### src/shared/bps_defs.vh
/*
  Constants for the battery profile selector: command code, status bits,
  thresholds in measurement units and timing counts.
  Assumes measurements arrive as unsigned mV, mA and 0.1 degC codes.
*/
`ifndef BPS_DEFS_VH
`define BPS_DEFS_VH
`define BPS_CMD_PROFILE_STATUS  8'h6A
`define BPS_BIT_LAST_USED       0
`define BPS_BIT_UNSUPPORTED     1
`define BPS_STATUS_RESET        8'h00
`define BPS_TEMP_LOW_DC         16'h0032
`define BPS_TEMP_HIGH_DC        16'h01C2
`define BPS_TEMP_STEP_DC        16'h0050
`define BPS_CAL_CURR_MA         16'h0064
`define BPS_CAL_VSTEP_MV        16'h0100
`define BPS_CAL_VDROP_MV        16'h0020
`define BPS_TEMP_HOLD_S         34'h00000003C
`define BPS_CLK_HZ              34'h00BEBC200
`define BPS_TEMP_HOLD_CYC       (`BPS_TEMP_HOLD_S * `BPS_CLK_HZ)
`define BPS_CAL_CYC             16'h0100
`define BPS_NPROF               4
`endif

### src/bps_profile_mem.v
/*
  Impedance store for two default and two dynamic profiles.
  Assumes one write and one read per cycle; read data is registered.
*/
`timescale 1ns/1ps
module bps_profile_mem (
  // Clock and reset
  input  wire        core_clk_i,
  input  wire        arst_n_i,
  // Write port
  input  wire        wr_en_i,
  input  wire [1:0]  wr_addr_i,
  input  wire [15:0] wr_data_i,
  // Read port
  input  wire [1:0]  rd_addr_i,
  output reg  [15:0] rd_data_o
);
  reg [15:0] mem [0:3];
  integer i;
  always @(posedge core_clk_i or negedge arst_n_i) begin
    if (!arst_n_i) begin
      for (i = 0; i < 4; i = i + 1) begin
        mem[i] <= 16'h0000;
      end
      rd_data_o <= 16'h0000;
    end else begin
      if (wr_en_i) begin
        mem[wr_addr_i] <= wr_data_i;
      end
      rd_data_o <= mem[rd_addr_i];
    end
  end
endmodule

### src/bps_top.v
/*
  Offset autocalibration control and pack-insertion profile selection.
  Assumes measurement inputs are already synchronous to core_clk_i;
  pin-level inputs are passed through two flip-flops.
*/
// Overview of operation
// - Calibrate offset on sleep entry unless temperature at or beyond 5/45 degC.
// - Single calibration when current low and voltage or temperature drifted.
// - Subtract measured offset from sense voltage before current use.
// - During calibration keep reporting last measured current.
// - Abort calibration when battery voltage drops more than 32 mV.
// - Keep two default and two dynamic profiles.
// - Simple variant uses one fixed default profile.
// - Battery-good inactive at power-up until first open-circuit voltage taken.
// - Then drive battery-good, compute impedance, compare with stored profiles.
// - Status byte at command 0x6A: bit1 unsupported, bit0 last-used.
// - Simple variant copies default into dynamic on first insertion.
// - Simple variant re-insertion matches dynamic first, else overwrites oldest.
// - ID variant picks default profile from ID pin level.
// - ID level matches within a configurable percentage window.
// - Unmatched ID sets unsupported flag and stores measured ID voltage.
// - After default download, clear sealed encoding enable.
// - ID variant first insertion copies matching default into matching dynamic.
// - Same ID, impedance mismatch: copy default into other empty dynamic.
// - Both dynamic full, no impedance match: rewrite the dynamic profile that is not last-used.
// - Enter sleep only when enabled and mean current below sleep level.
`timescale 1ns/1ps
`include "bps_defs.vh"
module bps_top #(
  parameter [33:0] TEMP_HOLD_CYC = `BPS_TEMP_HOLD_CYC
) (
  // Clock and reset
  input  wire        core_clk_i,
  input  wire        arst_n_i,
  // Configuration
  input  wire        id_variant_i,
  input  wire        sleep_enable_i,
  input  wire [15:0] sleep_current_i,
  input  wire [15:0] z_tolerance_i,
  input  wire [6:0]  id_window_pct_i,
  input  wire [15:0] id_level_a_i,
  input  wire [15:0] id_level_b_i,
  // Measurements
  input  wire [15:0] temperature_i,
  input  wire [15:0] voltage_i,
  input  wire [15:0] mean_current_value_i,
  input  wire [15:0] sense_resistor_voltage_i,
  input  wire [15:0] load_current_i,
  input  wire [15:0] id_resistor_pin_i,
  input  wire        meas_valid_i,
  // Pack and host events
  input  wire        pack_insert_i,
  input  wire        default_download_done_i,
  input  wire        default_write_i,
  input  wire [15:0] default_write_z_i,
  input  wire [7:0]  cmd_i,
  // Outputs
  output reg         battery_good_output_n_o,
  output reg         sleep_o,
  output reg         cal_busy_o,
  output reg  [15:0] corrected_sense_o,
  output reg  [15:0] id_voltage_store_o,
  output reg         sealed_encoding_enable_o,
  output reg  [1:0]  active_profile_o,
  output reg  [7:0]  read_data_o
);
  localparam [2:0] S_IDLE = 3'h0;
  localparam [2:0] S_OCV  = 3'h1;
  localparam [2:0] S_LOAD = 3'h2;
  localparam [2:0] S_RDA  = 3'h3;
  localparam [2:0] S_RDB  = 3'h4;
  localparam [2:0] S_RDD  = 3'h5;
  localparam [2:0] S_DEC  = 3'h6;
  localparam [2:0] S_RUN  = 3'h7;
  function [15:0] absdiff;
    input [15:0] a;
    input [15:0] b;
    absdiff = (a > b) ? a - b : b - a;
  endfunction
  function in_window;
    input [15:0] v;
    input [15:0] lvl;
    input [6:0]  pct;
    reg   [22:0] span;
    begin
      span = lvl * pct;
      in_window = ({7'h00, absdiff(v, lvl)} * 23'd100) <= span;
    end
  endfunction
  // Two-stage sync for the pin-level inputs
  reg        ins_s1, ins_s2, ins_s3;
  reg [15:0] rid_s1, rid_s2;
  always @(posedge core_clk_i or negedge arst_n_i) begin
    if (!arst_n_i) begin
      ins_s1 <= 1'b0;
      ins_s2 <= 1'b0;
      ins_s3 <= 1'b0;
      rid_s1 <= 16'h0000;
      rid_s2 <= 16'h0000;
    end else begin
      ins_s1 <= pack_insert_i;
      ins_s2 <= ins_s1;
      ins_s3 <= ins_s2;
      rid_s1 <= id_resistor_pin_i;
      rid_s2 <= rid_s1;
    end
  end
  wire insert_rise = ins_s2 & ~ins_s3;
  // Calibration control
  reg [15:0] offset, last_cal_v, last_cal_t, cal_start_v, last_current;
  reg [15:0] cal_cnt;
  reg [33:0] tdrift_cnt;
  wire cur_low    = mean_current_value_i <= `BPS_CAL_CURR_MA;
  wire temp_ok    = (temperature_i > `BPS_TEMP_LOW_DC) && (temperature_i < `BPS_TEMP_HIGH_DC);
  wire sleep_qual = sleep_enable_i && (mean_current_value_i < sleep_current_i);
  wire tdrift     = absdiff(temperature_i, last_cal_t) > `BPS_TEMP_STEP_DC;
  wire drift_go   = cur_low && ((absdiff(voltage_i, last_cal_v) >= `BPS_CAL_VSTEP_MV) ||
                    (tdrift_cnt >= TEMP_HOLD_CYC));
  wire sleep_go   = sleep_qual && !sleep_o && temp_ok;
  wire v_sag      = (cal_start_v > voltage_i) && (cal_start_v - voltage_i > `BPS_CAL_VDROP_MV);
  always @(posedge core_clk_i or negedge arst_n_i) begin
    if (!arst_n_i) begin
      cal_busy_o <= 1'b0;
      sleep_o <= 1'b0;
      cal_cnt <= 16'h0000;
      offset <= 16'h0000;
      last_cal_v <= 16'h0000;
      last_cal_t <= 16'h0000;
      cal_start_v <= 16'h0000;
      tdrift_cnt <= 34'h000000000;
      last_current <= 16'h0000;
      corrected_sense_o <= 16'h0000;
    end else begin
      // Saturates so a long excursion cannot wrap below the hold time
      if (!tdrift) begin
        tdrift_cnt <= 34'h000000000;
      end else if (tdrift_cnt < TEMP_HOLD_CYC) begin
        tdrift_cnt <= tdrift_cnt + 34'h000000001;
      end
      if (cal_busy_o) begin
        cal_cnt <= cal_cnt + 16'h0001;
        if (v_sag) begin
          cal_busy_o <= 1'b0;
        end else if (cal_cnt == `BPS_CAL_CYC) begin
          cal_busy_o <= 1'b0;
          offset     <= sense_resistor_voltage_i;
          last_cal_v <= voltage_i;
          last_cal_t <= temperature_i;
          tdrift_cnt <= 34'h000000000;
          if (sleep_qual) sleep_o <= 1'b1;
        end
      end else if (sleep_go || drift_go) begin
        cal_busy_o  <= 1'b1;
        cal_cnt     <= 16'h0000;
        cal_start_v <= voltage_i;
      end else begin
        // Sleep entry without calibration when too hot or cold
        sleep_o <= sleep_qual && (sleep_o || !temp_ok);
      end
      if (!cal_busy_o && meas_valid_i) begin
        last_current      <= sense_resistor_voltage_i - offset;
        corrected_sense_o <= sense_resistor_voltage_i - offset;
      end else begin
        corrected_sense_o <= last_current;
      end
    end
  end
  // Profile store: 0,1 default a/b; 2,3 dynamic a/b
  reg        mem_we;
  reg [1:0]  mem_wa, mem_ra;
  reg [15:0] mem_wd;
  wire [15:0] mem_rd;
  bps_profile_mem u_mem (
    .core_clk_i (core_clk_i),
    .arst_n_i   (arst_n_i),
    .wr_en_i    (mem_we),
    .wr_addr_i  (mem_wa),
    .wr_data_i  (mem_wd),
    .rd_addr_i  (mem_ra),
    .rd_data_o  (mem_rd)
  );
  reg [2:0]  state;
  reg [15:0] ocv, z_meas, z_dyn_a, z_dyn_b, z_def;
  reg [1:0]  dyn_full;
  reg        last_used;
  reg        unsupported;
  reg        id_sel;
  reg        copy_pend;
  wire       id_a  = in_window(rid_s2, id_level_a_i, id_window_pct_i);
  wire       id_b  = in_window(rid_s2, id_level_b_i, id_window_pct_i);
  wire       m_a   = dyn_full[0] && absdiff(z_meas, z_dyn_a) <= z_tolerance_i;
  wire       m_b   = dyn_full[1] && absdiff(z_meas, z_dyn_b) <= z_tolerance_i;
  always @(posedge core_clk_i or negedge arst_n_i) begin
    if (!arst_n_i) begin
      state <= S_IDLE;
      battery_good_output_n_o <= 1'b1;
      ocv <= 16'h0000;
      z_meas <= 16'h0000;
      z_dyn_a <= 16'h0000;
      z_dyn_b <= 16'h0000;
      z_def <= 16'h0000;
      dyn_full <= 2'b00;
      last_used <= 1'b0;
      unsupported <= 1'b0;
      id_sel <= 1'b0;
      copy_pend <= 1'b0;
      id_voltage_store_o <= 16'h0000;
      sealed_encoding_enable_o <= 1'b1;
      active_profile_o <= 2'b10;
      mem_we <= 1'b0;
      mem_wa <= 2'b00;
      mem_ra <= 2'b00;
      mem_wd <= 16'h0000;
    end else begin
      mem_we <= default_write_i;
      mem_wa <= {1'b0, ~last_used};
      mem_wd <= default_write_z_i;
      if (default_download_done_i) sealed_encoding_enable_o <= 1'b0;
      case (state)
        S_IDLE: begin
          battery_good_output_n_o <= 1'b1;
          if (insert_rise) state <= S_OCV;
        end
        S_OCV: if (meas_valid_i) begin
          ocv    <= voltage_i;
          state  <= S_LOAD;
          battery_good_output_n_o <= 1'b0;
        end
        S_LOAD: if (meas_valid_i && load_current_i != 16'h0000) begin
          z_meas <= (ocv > voltage_i) ? (ocv - voltage_i) / load_current_i : 16'h0000;
          id_sel <= id_variant_i & id_b & ~id_a;
          mem_ra <= 2'd2;
          state  <= S_RDA;
        end
        S_RDA: begin
          mem_ra <= 2'd3;
          state  <= S_RDB;
        end
        S_RDB: begin
          z_dyn_a <= mem_rd;
          // Simple variant always uses default a
          mem_ra  <= id_variant_i ? {1'b0, id_sel} : 2'd0;
          state   <= S_RDD;
        end
        S_RDD: begin
          z_dyn_b <= mem_rd;
          state   <= S_DEC;
        end
        S_DEC: begin
          z_def <= mem_rd;
          state <= S_RUN;
          copy_pend <= 1'b0;
          unsupported <= 1'b0;
          if (id_variant_i && !id_a && !id_b) begin
            unsupported        <= 1'b1;
            id_voltage_store_o <= rid_s2;
          end else if (!id_variant_i) begin
            if (m_a) begin
              last_used <= 1'b0;
            end else if (m_b) begin
              last_used <= 1'b1;
            end else begin
              last_used <= (dyn_full == 2'b00) ? 1'b0 : ~last_used;
              copy_pend <= 1'b1;
            end
          end else if (dyn_full == 2'b00) begin
            last_used <= id_sel;
            copy_pend <= 1'b1;
          end else if (m_a || m_b) begin
            // A stored pack matches: use it; if both match, the ID level breaks the tie
            last_used <= m_b && (!m_a || id_sel);
          end else if (dyn_full != 2'b11) begin
            last_used <= ~dyn_full[1];
            copy_pend <= 1'b1;
          end else begin
            last_used <= ~last_used;
            copy_pend <= 1'b1;
          end
        end
        default: begin
          if (copy_pend) begin
            mem_we    <= 1'b1;
            mem_wa    <= {1'b1, last_used};
            mem_wd    <= z_def;
            dyn_full[last_used] <= 1'b1;
            copy_pend <= 1'b0;
          end
          active_profile_o <= {1'b1, last_used};
          if (!ins_s2) state <= S_IDLE;
        end
      endcase
    end
  end
  always @(posedge core_clk_i or negedge arst_n_i) begin
    if (!arst_n_i) begin
      read_data_o <= `BPS_STATUS_RESET;
    end else if (cmd_i == `BPS_CMD_PROFILE_STATUS) begin
      read_data_o <= {6'h00, unsupported, last_used};
    end else begin
      read_data_o <= 8'h00;
    end
  end
endmodule

### config.mk
export PLATFORM = sky130hd
export DESIGN_NAME = bps_top
export DESIGN_NICKNAME = d
export VERILOG_FILES = /design/src/bps_profile_mem.v /design/src/bps_top.v
export VERILOG_INCLUDE_DIRS = /design/src /design/src/shared
export SDC_FILE = /design/constraint.sdc
export NUM_CORES = 2
export LEC_CHECK = 0
export BUFFER_PORTS_ARGS = -buffer_cell sky130_fd_sc_hd__buf_2
export CAP_MARGIN = 40
export CORE_ASPECT_RATIO = 1.75
export CORE_UTILIZATION = 50
export CTS_BUF_LIST = sky130_fd_sc_hd__clkbuf_4 sky130_fd_sc_hd__clkbuf_8 sky130_fd_sc_hd__clkbuf_16
export CTS_CLUSTER_SIZE = 40
export DETAILED_ROUTE_END_ITERATION = 8
export GPL_ROUTABILITY_DRIVEN = 0
export MAX_ROUTING_LAYER = met4
export PLACE_DENSITY_LB_ADDON = 0.1
export RECOVER_POWER = 100
export SLEW_MARGIN = 5
export SYNTH_ARGS = -nofsm -noshare
export SYNTH_HDL_FRONTEND = slang
export SYNTH_HIERARCHICAL = 1
export SYNTH_SLANG_ARGS = --single-unit
### constraint.sdc
create_clock -name core_clk_i -period 58 [get_ports core_clk_i]
set_clock_uncertainty 0.1 [all_clocks]
set_input_delay 2.9 -clock core_clk_i [delete_from_list [all_inputs] [get_ports core_clk_i]]
set_output_delay 2.9 -clock core_clk_i [all_outputs]
set_load 0.05 [all_outputs]
==> impl_metrics.prom <==
# TYPE chip_impl_metric gauge
chip_impl_metric{name="drt.antenna.violating_nets",unit=""} 0
chip_impl_metric{name="grt_start_max_net_pins",unit=""} 122
chip_impl_metric{name="final_period_minus_worst_setup_slack",unit="ns"} 40.47
chip_impl_info{name="rsz0062_at_grt",value="false"} 1
chip_impl_metric{name="worst_slew_pin_slew",unit="ns"} 6.294
chip_impl_metric{name="reg2reg_setup_slack",unit="ns"} 19.94
chip_impl_metric{name="synth-edff-count",unit=""} 0
chip_impl_metric{name="die-width",unit="µm"} 225.7
chip_impl_metric{name="grt_util_met2",unit=""} 0.5495
chip_impl_metric{name="clk_pin_slew_worst_paths",unit="ns"} 0.06
chip_impl_metric{name="cts_num_sinks",unit=""} 378
chip_impl_metric{name="r2r_cells",unit=""} 132
chip_impl_info{name="hold_path.startpoint",value="rid_s1[6]"} 1
chip_impl_metric{name="via_count",unit=""} 36982
chip_impl_metric{name="asyncSetResetFlopFracSynth",unit=""} 1.000
chip_impl_metric{name="finish.net_count",unit=""} 6263
chip_impl_metric{name="timing.critical_path.required",unit="ns"} 58.35
chip_impl_info{name="type_of_the_worst_min_delay_path",value="reg -> reg"} 1
chip_impl_metric{name="tcrit_tclk_final",unit=""} 0.6978
chip_impl_info{name="cts_tree",value="built"} 1
chip_impl_metric{name="die_height",unit="µm"} 393.5
chip_impl_metric{name="area_delta_synth_final",unit="%"} 8.477
chip_impl_metric{name="grt_usage",unit=""} 0.2904
chip_impl_info{name="path_class",value="in -> reg"} 1
chip_impl_metric{name="post_cts_resized",unit=""} 0
chip_impl_info{name="cp_launch_type",value="input port"} 1
chip_impl_metric{name="worst_path_max_fanout",unit=""} 25
chip_impl_metric{name="cts.htree.levels",unit=""} 2
chip_impl_metric{name="postPlaceCellArea",unit="mm²"} 0.04631
chip_impl_metric{name="vias_per_cell",unit=""} 5.740
chip_impl_metric{name="total_wire_length_after_detailed_routing",unit="µm"} 124800
chip_impl_info{name="postSynth.topFlopCell",value="sky130_fd_sc_hd__dfrtp_1"} 1
chip_impl_info{name="whs_endpoint",value="rid_s2[6]"} 1
chip_impl_metric{name="ys_types",unit=""} 96
chip_impl_metric{name="layout_cell_area_excl_fill",unit="mm²"} 0.04751
chip_impl_metric{name="cts-hold-fix-buffers",unit=""} 0
chip_impl_metric{name="worst_skew_pair.late_latency",unit="ns"} 0.61
chip_impl_metric{name="crit_arrival",unit="ns"} 40.83
chip_impl_metric{name="postLayoutCoreUtil",unit=""} 0.5475
chip_impl_metric{name="wire_length_of_the_first_global_routing_pass",unit="µm"} 197600
chip_impl_metric{name="drive_gt1_frac",unit=""} 0.1032
chip_impl_metric{name="initial_drc_count",unit=""} 1396
chip_impl_info{name="synth.top_cells.by_area",value="sky130_fd_sc_hd__dfrtp_1 (21%), sky130_fd_sc_hd__ha_1 (19%), sky130_fd_sc_hd__fa_1 (7.9%)"} 1
chip_impl_metric{name="crit_path_max_incr_delay",unit="ns"} 1.13
chip_impl_metric{name="cts_setup_buffers",unit=""} 0
chip_impl_metric{name="floorplan.core_area",unit="mm²"} 0.08678
chip_impl_metric{name="antenna_found_initial",unit=""} 13
chip_impl_info{name="largest_register",value="u_mem/mem"} 1
chip_impl_metric{name="total_of_buffers_placed_on_input_and_output_ports",unit=""} 237
chip_impl_metric{name="cts_inserted_buffers",unit=""} 41
chip_impl_info{name="netlist.top_cell.by_area",value="sky130_fd_sc_hd__dfrtp_1"} 1
chip_impl_metric{name="largest_register_ffs",unit=""} 64
chip_impl_info{name="worstSetupEndpointType",value="flop"} 1
chip_impl_metric{name="cellLeakagePower",unit="nW"} 23.49
chip_impl_info{name="violations_in_the_final_reports",value="capacitance limit, slew limit"} 1
chip_impl_metric{name="synth_top_area_share",unit=""} 0.2148
chip_impl_info{name="worst_setup_sp",value="voltage_i[1]"} 1
chip_impl_metric{name="finalSetupTns",unit="ns"} 0
chip_impl_metric{name="cap_viol_max_count",unit=""} 11
chip_impl_metric{name="synth-seq-area-share",unit=""} 0.2160
chip_impl_info{name="cp_common_cell",value="sky130_fd_sc_hd__ha_1"} 1
chip_impl_info{name="crit-reg2reg-capture",value="z_meas[0]"} 1
chip_impl_metric{name="synthCells",unit=""} 5067
chip_impl_metric{name="design.die.area",unit="mm²"} 0.08882
chip_impl_metric{name="post_synth.cell_area_avg",unit="µm²"} 8.643
chip_impl_metric{name="start_util",unit=""} 0.5047
chip_impl_metric{name="timing.final.hold_violations",unit=""} 0
chip_impl_metric{name="max_freq",unit="MHz"} 24.71
chip_impl_metric{name="cts-root-to-sink-buffers",unit=""} 3
chip_impl_info{name="rr_startpoint",value="ocv[1]"} 1
chip_impl_metric{name="synthesis.yosys.warnings",unit=""} 6
chip_impl_info{name="top_regs",value="u_mem/mem (64), tdrift_cnt (34)"} 1
chip_impl_metric{name="maxSlewViolCount",unit=""} 579
chip_impl_info{name="critical-path-slowest-cell",value="sky130_fd_sc_hd__or2_0"} 1
chip_impl_metric{name="post_drt_wl_per_cell",unit="µm"} 19.38
chip_impl_metric{name="powerDensity",unit="mW/mm²"} 59.48
chip_impl_info{name="clockRootBuffer",value="sky130_fd_sc_hd__clkbuf_16"} 1
chip_impl_metric{name="drcViolationCount",unit=""} 0
chip_impl_metric{name="floorplan.rows",unit=""} 143
chip_impl_metric{name="synth.ff_latch_count",unit=""} 378
chip_impl_metric{name="dp_hpwl",unit="µm"} 101900
chip_impl_metric{name="max_slew_margin",unit=""} -3.196
chip_impl_metric{name="vdd.ir_drop.worst",unit="mV"} 0.03389
chip_impl_metric{name="grt_pass1_vias",unit=""} 38279
chip_impl_metric{name="top_level_ports",unit=""} 245
chip_impl_metric{name="min_delay_path_depth",unit=""} 0
chip_impl_metric{name="globalRouteMet1Util",unit=""} 0.2775
chip_impl_metric{name="globalRouteMet3Util",unit=""} 0.03522
chip_impl_metric{name="setup_violations",unit=""} 0
chip_impl_metric{name="syn-cell-area",unit="mm²"} 0.04379
chip_impl_info{name="busiest_layer",value="met2"} 1
chip_impl_metric{name="grt_remaining_overflow",unit=""} 0
chip_impl_info{name="outcome",value="finished with violations"} 1
chip_impl_metric{name="drt-pass1-iter-count",unit=""} 7
## how the worst max path moves through the flow
stage	endpoint	slack [ns]	cells after the start
after global routing	z_meas[0]	15.13	134
after detailed placement	z_meas[0]	20.85	135
after CTS	z_meas[0]	21.40	134
after global placement	z_meas[0]	21.72	135
final	z_meas[0]	17.53	134
after floorplan	z_meas[0]	25.76	139
## critical path: cells and delay by family
| family | cells | cell delay (ns) |
|---|---|---|
| buffers and inverters | 8 | 2.84 |
| XOR/XNOR | 1 | 0.15 |
| AND/OR/NAND/NOR | 27 | 7.52 |
| multiplexers | 5 | 1.96 |
| adder cells (fa/ha/maj) | 17 | 5.48 |
| AO/OA/AOI/OAI | 76 | 19.88 |
## routing by layer
metal	part of all wire	wire length (µm)	vias up
li1	-	-	18005
met4	0.064	8051	0
met2	0.54	67420	837
met5	0	0	-
met3	0.036	4504	329
met1	0.36	44860	17811
## kinds of logic after synthesis
group | share of synthesized area
simple gates | 0.1590
compound gates | 0.1761
fa+ha+maj | 0.2651
buf+inv | 0.06302
flops | 0.2160
mux | 0.07260
xor+xnor | 0.04800
other cells | 0.0001715
## where the power goes
group | internal, mW | switching [mW]
combinational | 0.938 | 1.19
sequential | 0.346 | 0.0613
clock | 0.164 | 0.123
## cells in the mapped netlist, types with 32 or more instances
| master | n |
|---|---|
| sky130_fd_sc_hd__ha_1 | 651 |
| sky130_fd_sc_hd__o211ai_1 | 32 |
| sky130_fd_sc_hd__nand3_1 | 90 |
| sky130_fd_sc_hd__clkbuf_1 | 128 |
| sky130_fd_sc_hd__nor2b_1 | 58 |
| sky130_fd_sc_hd__a31oi_1 | 39 |
| sky130_fd_sc_hd__mux2i_1 | 66 |
| sky130_fd_sc_hd__or3_1 | 32 |
| sky130_fd_sc_hd__nor3_1 | 111 |
| sky130_fd_sc_hd__nand2_1 | 515 |
| sky130_fd_sc_hd__a211oi_1 | 35 |
| sky130_fd_sc_hd__o21a_1 | 63 |
| sky130_fd_sc_hd__nand4_1 | 60 |
| sky130_fd_sc_hd__mux2_2 | 189 |
| sky130_fd_sc_hd__xnor2_1 | 146 |
| sky130_fd_sc_hd__a21o_1 | 167 |
| sky130_fd_sc_hd__or2_2 | 33 |
| sky130_fd_sc_hd__inv_1 | 568 |
| sky130_fd_sc_hd__o21bai_1 | 36 |
| sky130_fd_sc_hd__and3_1 | 47 |
| sky130_fd_sc_hd__fa_1 | 173 |
| sky130_fd_sc_hd__nand2b_1 | 62 |
| sky130_fd_sc_hd__dfrtp_1 | 376 |
| sky130_fd_sc_hd__xor2_1 | 94 |
| sky130_fd_sc_hd__nor2_1 | 296 |
| sky130_fd_sc_hd__a21oi_1 | 256 |
| sky130_fd_sc_hd__o21ai_0 | 295 |
| sky130_fd_sc_hd__and2_1 | 94 |
## layout make-up
type	instances	area, µm²
antenna	13	32.53
clock buffer	53	1179
clock inverter	20	294.0
fill	8229	39270
inverter	569	2136
multi-input combinational	3975	31570
sequential	378	9462
tap	1160	1451
timing repair buffer	275	1386
## metrics by stage
step	setup slack, ns	hold slack (ns)	power [mW]	std cells
2_1_floorplan	25.76	0.2312	2.037	5072
3_3_place_gp	21.72	0.2349	2.509	6347
3_5_place_dp	20.85	0.2347	2.546	6357
4_1_cts	21.40	0.2497	2.850	6430
5_1_grt	15.13	0.2539	3.112	6443
6_report	17.53	0.2501	2.826	6443
## cells in the final DEF, fill, tap and decap left out, types with 58 or more instances in the layout
cell and n:
sky130_fd_sc_hd__ha_1 651, sky130_fd_sc_hd__inv_1 568, sky130_fd_sc_hd__nand2_1 515, sky130_fd_sc_hd__dfrtp_1 376, sky130_fd_sc_hd__o21ai_0 298, sky130_fd_sc_hd__nor2_1 297, sky130_fd_sc_hd__a21oi_1 257, sky130_fd_sc_hd__buf_2 190
sky130_fd_sc_hd__mux2_2 187, sky130_fd_sc_hd__fa_1 173, sky130_fd_sc_hd__a21o_1 167, sky130_fd_sc_hd__xnor2_1 146, sky130_fd_sc_hd__nor3_1 111, sky130_fd_sc_hd__xor2_1 94, sky130_fd_sc_hd__and2_1 93, sky130_fd_sc_hd__nand3_1 91
sky130_fd_sc_hd__clkbuf_1 71, sky130_fd_sc_hd__mux2i_1 66, sky130_fd_sc_hd__o21a_1 63, sky130_fd_sc_hd__nand2b_1 62, sky130_fd_sc_hd__nand4_1 60, sky130_fd_sc_hd__nor2b_1 58
(Power assumes the default switching activity.)
